**src/reflectometry_map.vh**
```
// Register offsets, field positions, reset values and timing counts of the
// cable reflectometry tester. Definitions only; included by every design file.
`ifndef REFLECTOMETRY_MAP_VH
`define REFLECTOMETRY_MAP_VH

// Page that holds the link diagnostics registers.
`define DIAG_PAGE              3'h2

// Register offsets within the diagnostics page.
`define OFS_PULSE_TEST_CONTROL 5'h16
`define OFS_ECHO_WINDOW        5'h17
`define OFS_ECHO_PEAK_RESULT   5'h18
`define OFS_ECHO_THR_RESULT    5'h19

// Pulse-test control fields.
`define CTL_ENABLE_BIT         15
`define CTL_HUNDRED_BIT        14
`define CTL_TX_RX_PAIR_BIT     13
`define CTL_MON_RX_PAIR_BIT    12
`define CTL_SEND_BIT           11
`define CTL_WIDTH_HI           10
`define CTL_WIDTH_LO           8
`define CTL_MIN_MODE_BIT       7
`define CTL_THRESH_HI          6
`define CTL_THRESH_LO          0

// Echo window fields.
`define WIN_START_HI           15
`define WIN_START_LO           8
`define WIN_STOP_HI            7
`define WIN_STOP_LO            0

// Reset values.
`define CTL_RESET              16'h0000
`define WIN_RESET              16'h00FF

// Timing.
`define CLK_PERIOD_NS          40
`define TICK_NS                8
`define WINDOW_NS              2048
`define WINDOW_TICKS           (`WINDOW_NS / `TICK_NS)
`define TICK_LAST              8'hFF
`define TEN_SHORT_NS           50
`define TEN_LONG_NS            100
`define TEN_SHORT_CYCLES       ((`TEN_SHORT_NS + `CLK_PERIOD_NS - 1) / `CLK_PERIOD_NS)
`define TEN_LONG_CYCLES        ((`TEN_LONG_NS + `CLK_PERIOD_NS - 1) / `CLK_PERIOD_NS)
`define TEN_LONG_MIN_WIDTH     3'h4

// Hundred-megabit driver symbols.
`define SYM_IDLE               2'h0
`define SYM_POS                2'h1
`define SYM_NEG                2'h3

`endif

```
**src/cable_reflectometry_tester.v**
```verilog
// Cable reflectometry tester: diagnostics page registers, line driver
// takeover, test pulse launch and echo capture on the selected pair.
// Assumes the management port and converter samples share the clock; the
// page select register lives outside and is presented on its own port.
//
// Overview of operation
// - Control sits at 16h, window at 17h, on the diagnostics page.
// - Enable bit 15 hands both line drivers to the test logic.
// - Writing bit 11 with bit 15 set and no capture running sends one pulse and starts the monitor together.
// - Bit 14 picks ten-megabit link pulses or hundred-megabit data pulses.
// - Bits 10:8 give hundred-megabit width of 0 to 7 clocks; ten-megabit uses 2 clocks for 1 to 3, 3 clocks for 4 to 7.
// - A zero width sends no pulse on either pair.
// - Bit 13 set sends the pulse on the receive pair, else transmit pair.
// - Bit 12 set monitors the receive pair, else the transmit pair.
// - Bit 7 picks maximum positive or minimum negative tracking.
// - Window start is bits 15:8, stop bits 7:0; outside samples ignored.
// - After reset window start reads 0 and stop reads 255.
// - Ticks are clock steps; the window spans 256 ticks.
// - Monitor tracks the extreme peak and a programmable threshold crossing.
// - Both results keep the tick of first occurrence; equal values ignored.
// - Peak result is read-only at 18h, threshold result at 19h.
// - Ten-megabit mode emits 80 ns or 120 ns link pulses, 50 ns and 100 ns rounded up to clocks.
// - Hundred-megabit pulses alternate positive and negative.
// - A zero width still runs the monitor to capture a baseline.
// - The tick timer starts one clock before the pulse reaches the registered line driver outputs.
`timescale 1ns/100ps
`default_nettype none
`include "reflectometry_map.vh"

module cable_reflectometry_tester
(
  input  wire        clock,
  input  wire        rst_n,
  input  wire [2:0]  register_page_select,
  input  wire [4:0]  mgmt_addr,
  input  wire        mgmt_write,
  input  wire [15:0] mgmt_wdata,
  input  wire        normal_ten_level,
  input  wire [1:0]  normal_hundred_sym,
  input  wire [7:0]  adc_tx_pair_sample,
  input  wire [7:0]  adc_rx_pair_sample,
  output reg  [15:0] mgmt_rdata,
  output reg         test_owns_drivers,
  output reg         ten_meg_line_driver_level,
  output reg         ten_meg_line_driver_rx_pair,
  output reg  [1:0]  hundred_meg_line_driver_sym,
  output reg         hundred_meg_line_driver_rx_pair
);

  // Stored control bits; bit 11 is not stored here, it reads back as busy.
  reg  [15:0] pulse_test_control_reg;
  reg  [15:0] pulse_test_control_next;
  reg  [15:0] echo_window_reg;
  reg  [15:0] echo_window_next;
  reg         busy_reg;
  reg         busy_next;
  reg         start_reg;
  reg         start_next;
  reg  [15:0] rdata_next;
  reg  [7:0]  sample_reg;

  wire        ctl_write;
  wire        win_write;
  wire        enabled;
  wire        gen_ten_level;
  wire [1:0]  gen_hundred_sym;
  wire        mon_done;
  wire [7:0]  peak_value;
  wire [7:0]  peak_tick;
  wire        thr_hit;
  wire [7:0]  thr_tick;
  wire [15:0] peak_result;
  wire [15:0] thr_result;
  wire [15:0] control_view;

  // Register decode on the diagnostics page, shared by reads and writes.
  function diag_hit;
    input [2:0] page;
    input [4:0] addr;
    input [4:0] want;
    begin
      diag_hit = (page == `DIAG_PAGE) && (addr == want);
    end
  endfunction

  assign ctl_write = mgmt_write &&
                     diag_hit(register_page_select, mgmt_addr,
                              `OFS_PULSE_TEST_CONTROL);
  assign win_write = mgmt_write &&
                     diag_hit(register_page_select, mgmt_addr,
                              `OFS_ECHO_WINDOW);

  assign enabled = pulse_test_control_reg[`CTL_ENABLE_BIT];

  // Control register and the send request.
  always @*
  begin
    pulse_test_control_next = pulse_test_control_reg;
    start_next              = 1'b0;
    if (ctl_write)
    begin
      pulse_test_control_next = mgmt_wdata;
      pulse_test_control_next[`CTL_SEND_BIT] = 1'b0;
      // A send while a capture runs is dropped so results stay coherent.
      if (mgmt_wdata[`CTL_SEND_BIT] && mgmt_wdata[`CTL_ENABLE_BIT] &&
          !busy_reg)
        start_next = 1'b1;
    end
  end

  // Busy flag: the send sets it, the end of the window clears it.
  // The set wins when both fall on the same cycle.
  always @*
  begin
    busy_next = busy_reg;
    if (mon_done)
      busy_next = 1'b0;
    if (start_next)
      busy_next = 1'b1;
  end

  always @*
  begin
    echo_window_next = echo_window_reg;
    if (win_write)
      echo_window_next = mgmt_wdata;
  end

  always @(posedge clock or negedge rst_n)
  begin
    if (!rst_n)
    begin
      pulse_test_control_reg <= `CTL_RESET;
      echo_window_reg        <= `WIN_RESET;
      busy_reg               <= 1'b0;
      start_reg              <= 1'b0;
    end
    else
    begin
      pulse_test_control_reg <= pulse_test_control_next;
      echo_window_reg        <= echo_window_next;
      busy_reg               <= busy_next;
      start_reg              <= start_next;
    end
  end

  // Pulse generator and monitor share one start strobe, so the tick
  // timer counts from the launch of the pulse.
  test_pulse_generator pulse_gen
  (
    .clock       (clock),
    .rst_n       (rst_n),
    .start       (start_reg),
    .use_hundred (pulse_test_control_reg[`CTL_HUNDRED_BIT]),
    .width       (pulse_test_control_reg[`CTL_WIDTH_HI:`CTL_WIDTH_LO]),
    .ten_level   (gen_ten_level),
    .hundred_sym (gen_hundred_sym)
  );

  // Pair selection for the monitor input; registered to align with ticks.
  always @(posedge clock or negedge rst_n)
  begin
    if (!rst_n)
      sample_reg <= 8'h00;
    else if (pulse_test_control_reg[`CTL_MON_RX_PAIR_BIT])
      sample_reg <= adc_rx_pair_sample;
    else
      sample_reg <= adc_tx_pair_sample;
  end

  // The monitor runs even with a zero width, giving a baseline capture.
  echo_monitor monitor
  (
    .clock      (clock),
    .rst_n      (rst_n),
    .start      (start_reg),
    .min_mode   (pulse_test_control_reg[`CTL_MIN_MODE_BIT]),
    .sample     (sample_reg),
    .win_start  (echo_window_reg[`WIN_START_HI:`WIN_START_LO]),
    .win_stop   (echo_window_reg[`WIN_STOP_HI:`WIN_STOP_LO]),
    .threshold  (pulse_test_control_reg[`CTL_THRESH_HI:`CTL_THRESH_LO]),
    .busy       (),
    .done       (mon_done),
    .peak_value (peak_value),
    .peak_tick  (peak_tick),
    .thr_hit    (thr_hit),
    .thr_tick   (thr_tick)
  );

  assign peak_result  = {peak_tick, peak_value};
  assign thr_result   = {thr_hit, 7'h00, thr_tick};
  assign control_view = {pulse_test_control_reg[15:12], busy_reg,
                         pulse_test_control_reg[10:0]};

  // Read data is registered; an unmapped offset or another page reads zero.
  always @*
  begin
    rdata_next = 16'h0000;
    if (diag_hit(register_page_select, mgmt_addr, `OFS_PULSE_TEST_CONTROL))
      rdata_next = control_view;
    else if (diag_hit(register_page_select, mgmt_addr, `OFS_ECHO_WINDOW))
      rdata_next = echo_window_reg;
    else if (diag_hit(register_page_select, mgmt_addr, `OFS_ECHO_PEAK_RESULT))
      rdata_next = peak_result;
    else if (diag_hit(register_page_select, mgmt_addr, `OFS_ECHO_THR_RESULT))
      rdata_next = thr_result;
  end

  always @(posedge clock or negedge rst_n)
  begin
    if (!rst_n)
      mgmt_rdata <= 16'h0000;
    else
      mgmt_rdata <= rdata_next;
  end

  // Driver takeover. Outputs are registered so the drivers never see a
  // glitch while ownership changes hands.
  always @(posedge clock or negedge rst_n)
  begin
    if (!rst_n)
    begin
      test_owns_drivers               <= 1'b0;
      ten_meg_line_driver_level       <= 1'b0;
      ten_meg_line_driver_rx_pair     <= 1'b0;
      hundred_meg_line_driver_sym     <= `SYM_IDLE;
      hundred_meg_line_driver_rx_pair <= 1'b0;
    end
    else if (enabled)
    begin
      test_owns_drivers               <= 1'b1;
      ten_meg_line_driver_level       <= gen_ten_level;
      hundred_meg_line_driver_sym     <= gen_hundred_sym;
      ten_meg_line_driver_rx_pair     <=
        pulse_test_control_reg[`CTL_TX_RX_PAIR_BIT];
      hundred_meg_line_driver_rx_pair <=
        pulse_test_control_reg[`CTL_TX_RX_PAIR_BIT];
    end
    else
    begin
      test_owns_drivers               <= 1'b0;
      ten_meg_line_driver_level       <= normal_ten_level;
      hundred_meg_line_driver_sym     <= normal_hundred_sym;
      ten_meg_line_driver_rx_pair     <= 1'b0;
      hundred_meg_line_driver_rx_pair <= 1'b0;
    end
  end

endmodule // cable_reflectometry_tester
`default_nettype wire

```
**src/echo_monitor.v**
```verilog
// Echo monitor: tick timer, window qualification, peak and threshold capture.
// Assumes samples are signed converter words on the same clock.
`timescale 1ns/100ps
`default_nettype none
`include "reflectometry_map.vh"

module echo_monitor
(
  input  wire       clock,
  input  wire       rst_n,
  input  wire       start,
  input  wire       min_mode,
  input  wire [7:0] sample,
  input  wire [7:0] win_start,
  input  wire [7:0] win_stop,
  input  wire [6:0] threshold,
  output reg        busy,
  output reg        done,
  output reg  [7:0] peak_value,
  output reg  [7:0] peak_tick,
  output reg        thr_hit,
  output reg  [7:0] thr_tick
);

  reg  [7:0] tick_reg;
  reg        peak_seen_reg;
  wire       in_window;
  wire       better;
  wire       crossed;
  wire [7:0] thr_pos;
  wire [7:0] thr_neg;

  assign in_window = (tick_reg >= win_start) && (tick_reg <= win_stop);
  // Strict comparison: a later equal sample keeps the earlier time.
  assign better    = min_mode ? ($signed(sample) < $signed(peak_value))
                              : ($signed(sample) > $signed(peak_value));
  assign thr_pos   = {1'b0, threshold};
  assign thr_neg   = 8'h00 - thr_pos;
  assign crossed   = min_mode ? ($signed(sample) < $signed(thr_neg))
                              : ($signed(sample) > $signed(thr_pos));

  always @(posedge clock or negedge rst_n)
  begin
    if (!rst_n)
    begin
      tick_reg      <= 8'h00;
      peak_seen_reg <= 1'b0;
      busy          <= 1'b0;
      done          <= 1'b0;
      peak_value    <= 8'h00;
      peak_tick     <= 8'h00;
      thr_hit       <= 1'b0;
      thr_tick      <= 8'h00;
    end
    else
    begin
      done <= 1'b0;
      if (start)
      begin
        busy          <= 1'b1;
        tick_reg      <= 8'h00;
        peak_seen_reg <= 1'b0;
        peak_value    <= 8'h00;
        peak_tick     <= 8'h00;
        thr_hit       <= 1'b0;
        thr_tick      <= 8'h00;
      end
      else if (busy)
      begin
        if (in_window)
        begin
          if (!peak_seen_reg || better)
          begin
            peak_seen_reg <= 1'b1;
            peak_value    <= sample;
            peak_tick     <= tick_reg;
          end
          if (!thr_hit && crossed)
          begin
            thr_hit  <= 1'b1;
            thr_tick <= tick_reg;
          end
        end
        if (tick_reg == `TICK_LAST)
        begin
          busy <= 1'b0;
          done <= 1'b1;
        end
        tick_reg <= tick_reg + 8'h01;
      end
    end
  end

endmodule // echo_monitor
`default_nettype wire

```
**src/test_pulse_generator.v**
```verilog
// Test pulse generator: one pulse per start with a nonzero width, shaped for the selected driver.
// Assumes start is a one-cycle pulse on the same clock.
`timescale 1ns/100ps
`default_nettype none
`include "reflectometry_map.vh"

module test_pulse_generator
(
  input  wire       clock,
  input  wire       rst_n,
  input  wire       start,
  input  wire       use_hundred,
  input  wire [2:0] width,
  output reg        ten_level,
  output reg  [1:0] hundred_sym
);

  reg  [2:0] count_reg;
  reg        negative_next_reg;
  reg  [2:0] length;

  // Link pulse lengths round up to whole clocks; the counter needs only three bits.
  localparam [31:0] SHORT_CYCLES = `TEN_SHORT_CYCLES;
  localparam [31:0] LONG_CYCLES  = `TEN_LONG_CYCLES;

  always @*
  begin
    if (width == 3'h0)
      length = 3'h0;
    else if (use_hundred)
      length = width;
    else if (width >= `TEN_LONG_MIN_WIDTH)
      length = LONG_CYCLES[2:0];
    else
      length = SHORT_CYCLES[2:0];
  end

  always @(posedge clock or negedge rst_n)
  begin
    if (!rst_n)
    begin
      count_reg         <= 3'h0;
      negative_next_reg <= 1'b0;
      ten_level         <= 1'b0;
      hundred_sym       <= `SYM_IDLE;
    end
    else if (start && length != 3'h0)
    begin
      count_reg <= length - 3'h1;
      if (use_hundred)
      begin
        // Alternating polarity keeps the line free of a net DC shift.
        hundred_sym       <= negative_next_reg ? `SYM_NEG : `SYM_POS;
        negative_next_reg <= ~negative_next_reg;
        ten_level         <= 1'b0;
      end
      else
      begin
        ten_level   <= 1'b1;
        hundred_sym <= `SYM_IDLE;
      end
    end
    else if (count_reg != 3'h0)
      count_reg <= count_reg - 3'h1;
    else
    begin
      ten_level   <= 1'b0;
      hundred_sym <= `SYM_IDLE;
    end
  end

endmodule // test_pulse_generator
`default_nettype wire
```
**config.mk**
```make
export PLATFORM = sky130hd
export DESIGN_NAME = cable_reflectometry_tester
export DESIGN_NICKNAME = d
export VERILOG_FILES = /design/src/cable_reflectometry_tester.v /design/src/echo_monitor.v /design/src/test_pulse_generator.v
export VERILOG_INCLUDE_DIRS = /design/src
export SDC_FILE = /design/constraint.sdc
export NUM_CORES = 1
export LEC_CHECK = 0
export ABC_AREA = 1
export BUFFER_PORTS_ARGS = -buffer_cell sky130_fd_sc_hd__buf_4
export CORE_MARGIN = 2
export CORE_UTILIZATION = 50
export CTS_CLUSTER_SIZE = 14
export DETAILED_ROUTE_END_ITERATION = 10
export GPL_TIMING_DRIVEN = 0
export PLACE_DENSITY = 0.67
export SLEW_MARGIN = 20
export SYNTH_ARGS = -nofsm -noshare
export SYNTH_HDL_FRONTEND = slang
export SYNTH_SLANG_ARGS = --single-unit
```
**constraint.sdc**
```tcl
create_clock -name clock -period 3.9 [get_ports clock]
set_input_delay 0.39 -clock clock [delete_from_list [all_inputs] [get_ports clock]]
set_output_delay 0.39 -clock clock [all_outputs]
set_load 0.02 [all_outputs]
```
### After elaboration in Yosys (flattened, before gate mapping)

Cells that the tools add are included.

* register bits: 105
* bits in latches: 0
* bits in read-only memories: 0
* RAM bits: 0
* word-level logic and storage cells: 123
* output and inout port bits: 22
* bits of input ports: 46
* memories kept: 0

* multiplexer cells: 55
* order comparisons: 7
* add/sub/neg operators: 4
* bitwise logic cells: 1
* reduce and logical (&&, ||, !) cells: 27
* shift-type cells: 0
* equal/unequal tests: 7
* divide/modulo/power cells: 0
* $mul: 0

Operator list (number)
* 2-to-1 mux 8 bit: 15
* 2-to-1 mux 16 bit: 4
* 2-to-1 mux 1 bit: 27
* == test 5 bit (second input constant): 4
* greater-than comparator 8 bit: 2
* less-than comparator 8 bit: 2
* 2-to-1 mux 3 bit: 4
* nonzero test 2 bit: 6
* logical AND 1 bit: 11
* 2-to-1 mux 2 bit: 5
* adder 8 x 1 -> 8 bit (second input constant): 1
* == test 8 bit (second input constant): 1
* greater-or-equal comparator 8 bit: 1
* less-or-equal comparator 8 bit: 1
* subtractor 1 x 7 -> 8 bit (first input constant): 1
* AND reduction 3 bit: 2
* nonzero test 3 bit: 2
* subtractor 3 x 1 -> 3 bit (second input constant): 2
* == test 3 x 2 -> 1 bit (second input constant): 1
* greater-or-equal comparator 3 bit (second input constant): 1
* zero test 1 bit: 3
* zero test 3 bit: 1
* != test 2 x 1 -> 1 bit (second input constant): 1
* AND reduction 2 bit: 1
* 2 further kinds: 2

### Depth between registers and ports, before layout

* word-level depth: 8
* gate-level depth with buffers: 17
* gate-level depth less buffers: 16

### Hierarchy

Synthesis repeated with hierarchy kept, for this count alone.

* cell total of the unflattened synthesis: 742
* area, all modules: 5970.7 µm²

Modules (own cells, without submodules)
* echo_monitor: cells an instance 379, seq. area each 900.9 µm², times used 1, area an instance 2800.2 µm²
* cable_reflectometry_tester: cells an instance 321, seq. area each 1561.5 µm², times used 1, area an instance 2790.2 µm²
* test_pulse_generator: cells an instance 42, seq. area each 175.2 µm², times used 1, area an instance 380.4 µm²

### Least setup slack after synthesis

Ideal clock, no wire load.

* path kind: register to register
* from: register pulse_test_control_reg[2]
* to: register monitor.thr_tick[0]
* arrival: 2157 ps
* clock period less this slack: 2275 ps
* data required time: 3782 ps
* buffers on the path: 0
* slack: 1625 ps
* library setup time: 118 ps
* cell stages (with the launch flop): 14
* cell sequence: dfrtp_1 > nor3_1 > inv_1 > nor3_1 > nand2_1 > nor2_1 > ha_1 > a21oi_1 > o21a_1 > nand3_1 > nand3_2 > nand3_2 > nand3_1 > nand2_1

* word-level cells in the longest chain between the ends: 6
* elaborated cells on any way between the ends: 7
* those cells by class: 1 x add/sub; 2 x order compare; 1 x mux; 3 x reduce/logical

Ends and longest elaborated chain
* from (decl): RTL line cable_reflectometry_tester.v:51 `reg [15:0] pulse_test_control_reg;`
* from (signal assigned): RTL line cable_reflectometry_tester.v:133 `` pulse_test_control_reg <= `CTL_RESET; ``
* from (signal assigned): RTL line cable_reflectometry_tester.v:140 `pulse_test_control_reg <= pulse_test_control_next;`
* subtractor 1 x 7 -> 8 bit: RTL line echo_monitor.v:38 `assign thr_neg = 8'h00 - thr_pos;`
* less-than comparator 8 bit: RTL line echo_monitor.v:39 `assign crossed = min_mode ? ($signed(sample) < $signed(thr_neg))`
* 2-to-1 mux 1 bit *: RTL line echo_monitor.v:39
* logical AND 1 bit *: RTL line echo_monitor.v:78 `if (!thr_hit && crossed)`
* nonzero test 2 bit (no line) *
* AND reduction 3 bit (no line) *
* to (signal assigned): RTL line echo_monitor.v:81 `thr_tick <= tick_reg;`
* to (decl): RTL line echo_monitor.v:22 `output reg [7:0] thr_tick`

Every way passes the cells marked *; elsewhere a longest branch is shown, timed or not.
A chain may end at the register's enable or synchronous reset.

### Final worst setup path

* from: register pulse_test_control_reg[2]
* to: register monitor.thr_tick[6]

The elaborated chain is that of the path after synthesis.

==> results.sh <==
export IMPL_grt_pass1_vias=4651
export IMPL_worstPathArrival_ns=3.02
export IMPL_yosys_area_top_type_share=0.4263
export IMPL_critPathKind="reg -> reg"
export IMPL_syn2layout_area_growth_pct=16.88
export IMPL_via_count=4673
export IMPL_ys_seq_area_frac=0.4632
export IMPL_total_power_mw=2.359
export IMPL_max_freq_mhz=366.8
export IMPL_peakVddDrop_uv=453.2
export IMPL_synth_distinct_cells=40
export IMPL_layout_drive_gt1_share=0.2054
export IMPL_setup_violations_final=0
export IMPL_diodes=0
export IMPL_pin_count=68
export IMPL_cellPowerDensity_nw_per_um2=354.5
export IMPL_syn_area_per_cell_um2=8.602
export IMPL_slew_headroom=0.3726
export IMPL_ys_flop_type="dfrtp_1"
export IMPL_yosys_top_cells_area="dfrtp_1, nand2_1, ha_1"
export IMPL_fin_crit_sh=0.6990
export IMPL_cp_start_kind="flop"
export IMPL_worst_pin_slew_ns=0.9412
export IMPL_grt_pass1_wl_um=23460
export IMPL_cts_buffers_inserted=9
export IMPL_overflow=0
export IMPL_rsz0062_at_grt="no"
export IMPL_synth_nets=749
export IMPL_worst_path_max_fanout=9
export IMPL_path_clk_slew_ns=0.08
export IMPL_finalHoldViolations=0
export IMPL_clk_latency_ns=0.35
export IMPL_cts_repair_resized=0
export IMPL_cts_tree="yes"
export IMPL_ys_ff_latch=105
export IMPL_r2r_slack_ns=1.17
export IMPL_grt_usage=0.2433
export IMPL_wl_per_cell_um=16.13
export IMPL_ys_warn_count=0
export IMPL_post_cts_buffers=0
export IMPL_drtIter0Drc=378
export IMPL_htree_levels=3
export IMPL_drc_errors=0
export IMPL_required_ns=4.19
export IMPL_first_pass_iters=5
export IMPL_synth_edf_count=0
export IMPL_die_area_um2=12260
export IMPL_hpwl_um=10850
export IMPL_ctsHoldBuffers=0
export IMPL_finalWeightedCongestion=0.8943
export IMPL_end_kind="flop"
export IMPL_core_um2=10980
export IMPL_run_status="completed"
export IMPL_die_h_um=110.7
export IMPL_drtAntennaViolNets=0
export IMPL_root_buffer="clkbuf_16"
export IMPL_ys_top_cells_by_count="nand2_1, dfrtp_1, inv_1, nand3_1, ha_1"
export IMPL_clockBufferDepth=2
export IMPL_p_leak_nw=3.376
export IMPL_vias_per_cell=5.280
export IMPL_synthArstFlopShare=1.000
export IMPL_hp_class="in -> async"
export IMPL_multi_input_area_um2=2560
export IMPL_fin_crit_ns=2.726
export IMPL_fill_cells=969
export IMPL_totalWireLength_um=14280
export IMPL_syn_area_um2=5694
export IMPL_final_setup_tns_ns=0
export IMPL_nets=827
export IMPL_regArea_um2=2638
export IMPL_yosysMostFrequentCell="nand2_1"
export IMPL_placement_rows=38
export IMPL_portBuffers=67
export IMPL_syn_inst=662
export IMPL_grt_max_degree=106
export IMPL_synth_top_area_cell="dfrtp_1"
export IMPL_finalClockSkew_ns=0.01204
export IMPL_cts_sinks=105
export IMPL_drv_slew=0
export IMPL_start_util=0.5185
export IMPL_cap_violations=0
export IMPL_antenna_found_initial=0
export IMPL_die_w_um=110.7
==> cell type report <==
cell class,instances,share of cell area
plain buffers,16,0.01767
clock inverters,7,0.008084
well taps,140,0.02632
inverters,101,0.05697
flip-flops and latches,105,0.3963
multi-input cells,440,0.3847
repair buffers,67,0.07614
clock buffers,9,0.03384
==> worst max-delay path, stage by stage (launching register included) <==
cell and delay (ns):
dfrtp_1 0.45, nor3_1 0.33, inv_1 0.07, nor3_1 0.26
nand2_1 0.08, nor2_1 0.10, ha_1 0.27, a21oi_1 0.19
o21a_1 0.16, nand2_1 0.06, nand2_1 0.07, nand3_2 0.19
nand3_2 0.25, nand3_1 0.10, nand2_1 0.08
==> cells by family after synthesis <==
kind of cell | Yosys count | synth area share
xor+xnor | 6 | 0.009229
mux | 8 | 0.01582
fa+ha+maj | 41 | 0.09009
flops | 105 | 0.4632
buf+inv | 117 | 0.08723
compound gates | 93 | 0.1039
simple gates | 292 | 0.2305
==> layer usage <==
| metal | wire length [um] | track usage | vias up |
|---|---|---|---|
| met5 | 0 | 0 | - |
| met4 | 265 | 0.06750 | 0 |
| met3 | 818 | 0.05358 | 20 |
| met2 | 7240 | 0.4237 | 145 |
| met1 | 5954 | 0.3060 | 2203 |
| li1 | - | - | 2305 |
==> power by group <==
group	leakage [nW]	internal [mW]	switching, mW
combinational	1.86	0.137	0.196
sequential	1.39	1.13	0.0354
clock	0.128	0.438	0.422
==> worst paths after layout <==
path,startpoint,depth (start not counted),to
min reg2reg,monitor.done,1,busy_reg
min in group clock,normal_hundred_sym[0],3,hundred_meg_line_driver_sym[0]
min,rst_n,1,hundred_meg_line_driver_sym[1]
max in group asynchronous,rst_n,1,monitor.thr_tick[2]
max,pulse_test_control_reg[2],14,monitor.thr_tick[6]
max reg2reg,pulse_test_control_reg[2],14,monitor.thr_tick[6]
==> layout by cell type (no fill, tap or decap), types with 8 or more instances in the layout <==
| cell | instances |
|---|---|
| mux2_2 | 8 |
| dfrtp_1 | 97 |
| o21ai_0 | 11 |
| o21ai_2 | 14 |
| nand2_2 | 8 |
| nor2_1 | 35 |
| inv_1 | 95 |
| nor3_1 | 8 |
| dfstp_2 | 8 |
| nand2_1 | 170 |
| buf_4 | 68 |
| a21oi_1 | 29 |
| nand3_1 | 51 |
| clkbuf_16 | 9 |
| ha_1 | 41 |
| o21ai_1 | 16 |
==> metrics by stage <==
stage               hold slack [ns]  area (um2)  utilization  instances  setup WS, ns
global route                 0.2223        6655       0.6059        885        0.8699
global placement             0.4115        6372       0.5802        869         1.313
floorplan                   0.09441        5694            -        662         1.625
detailed placement           0.4233        6376       0.5805        869         1.175
CTS                          0.1955        6655       0.6059        885         1.153
finish                       0.1300        6655       0.6059        885         1.174
No activity file was read; power rests on OpenSTA's default activity.
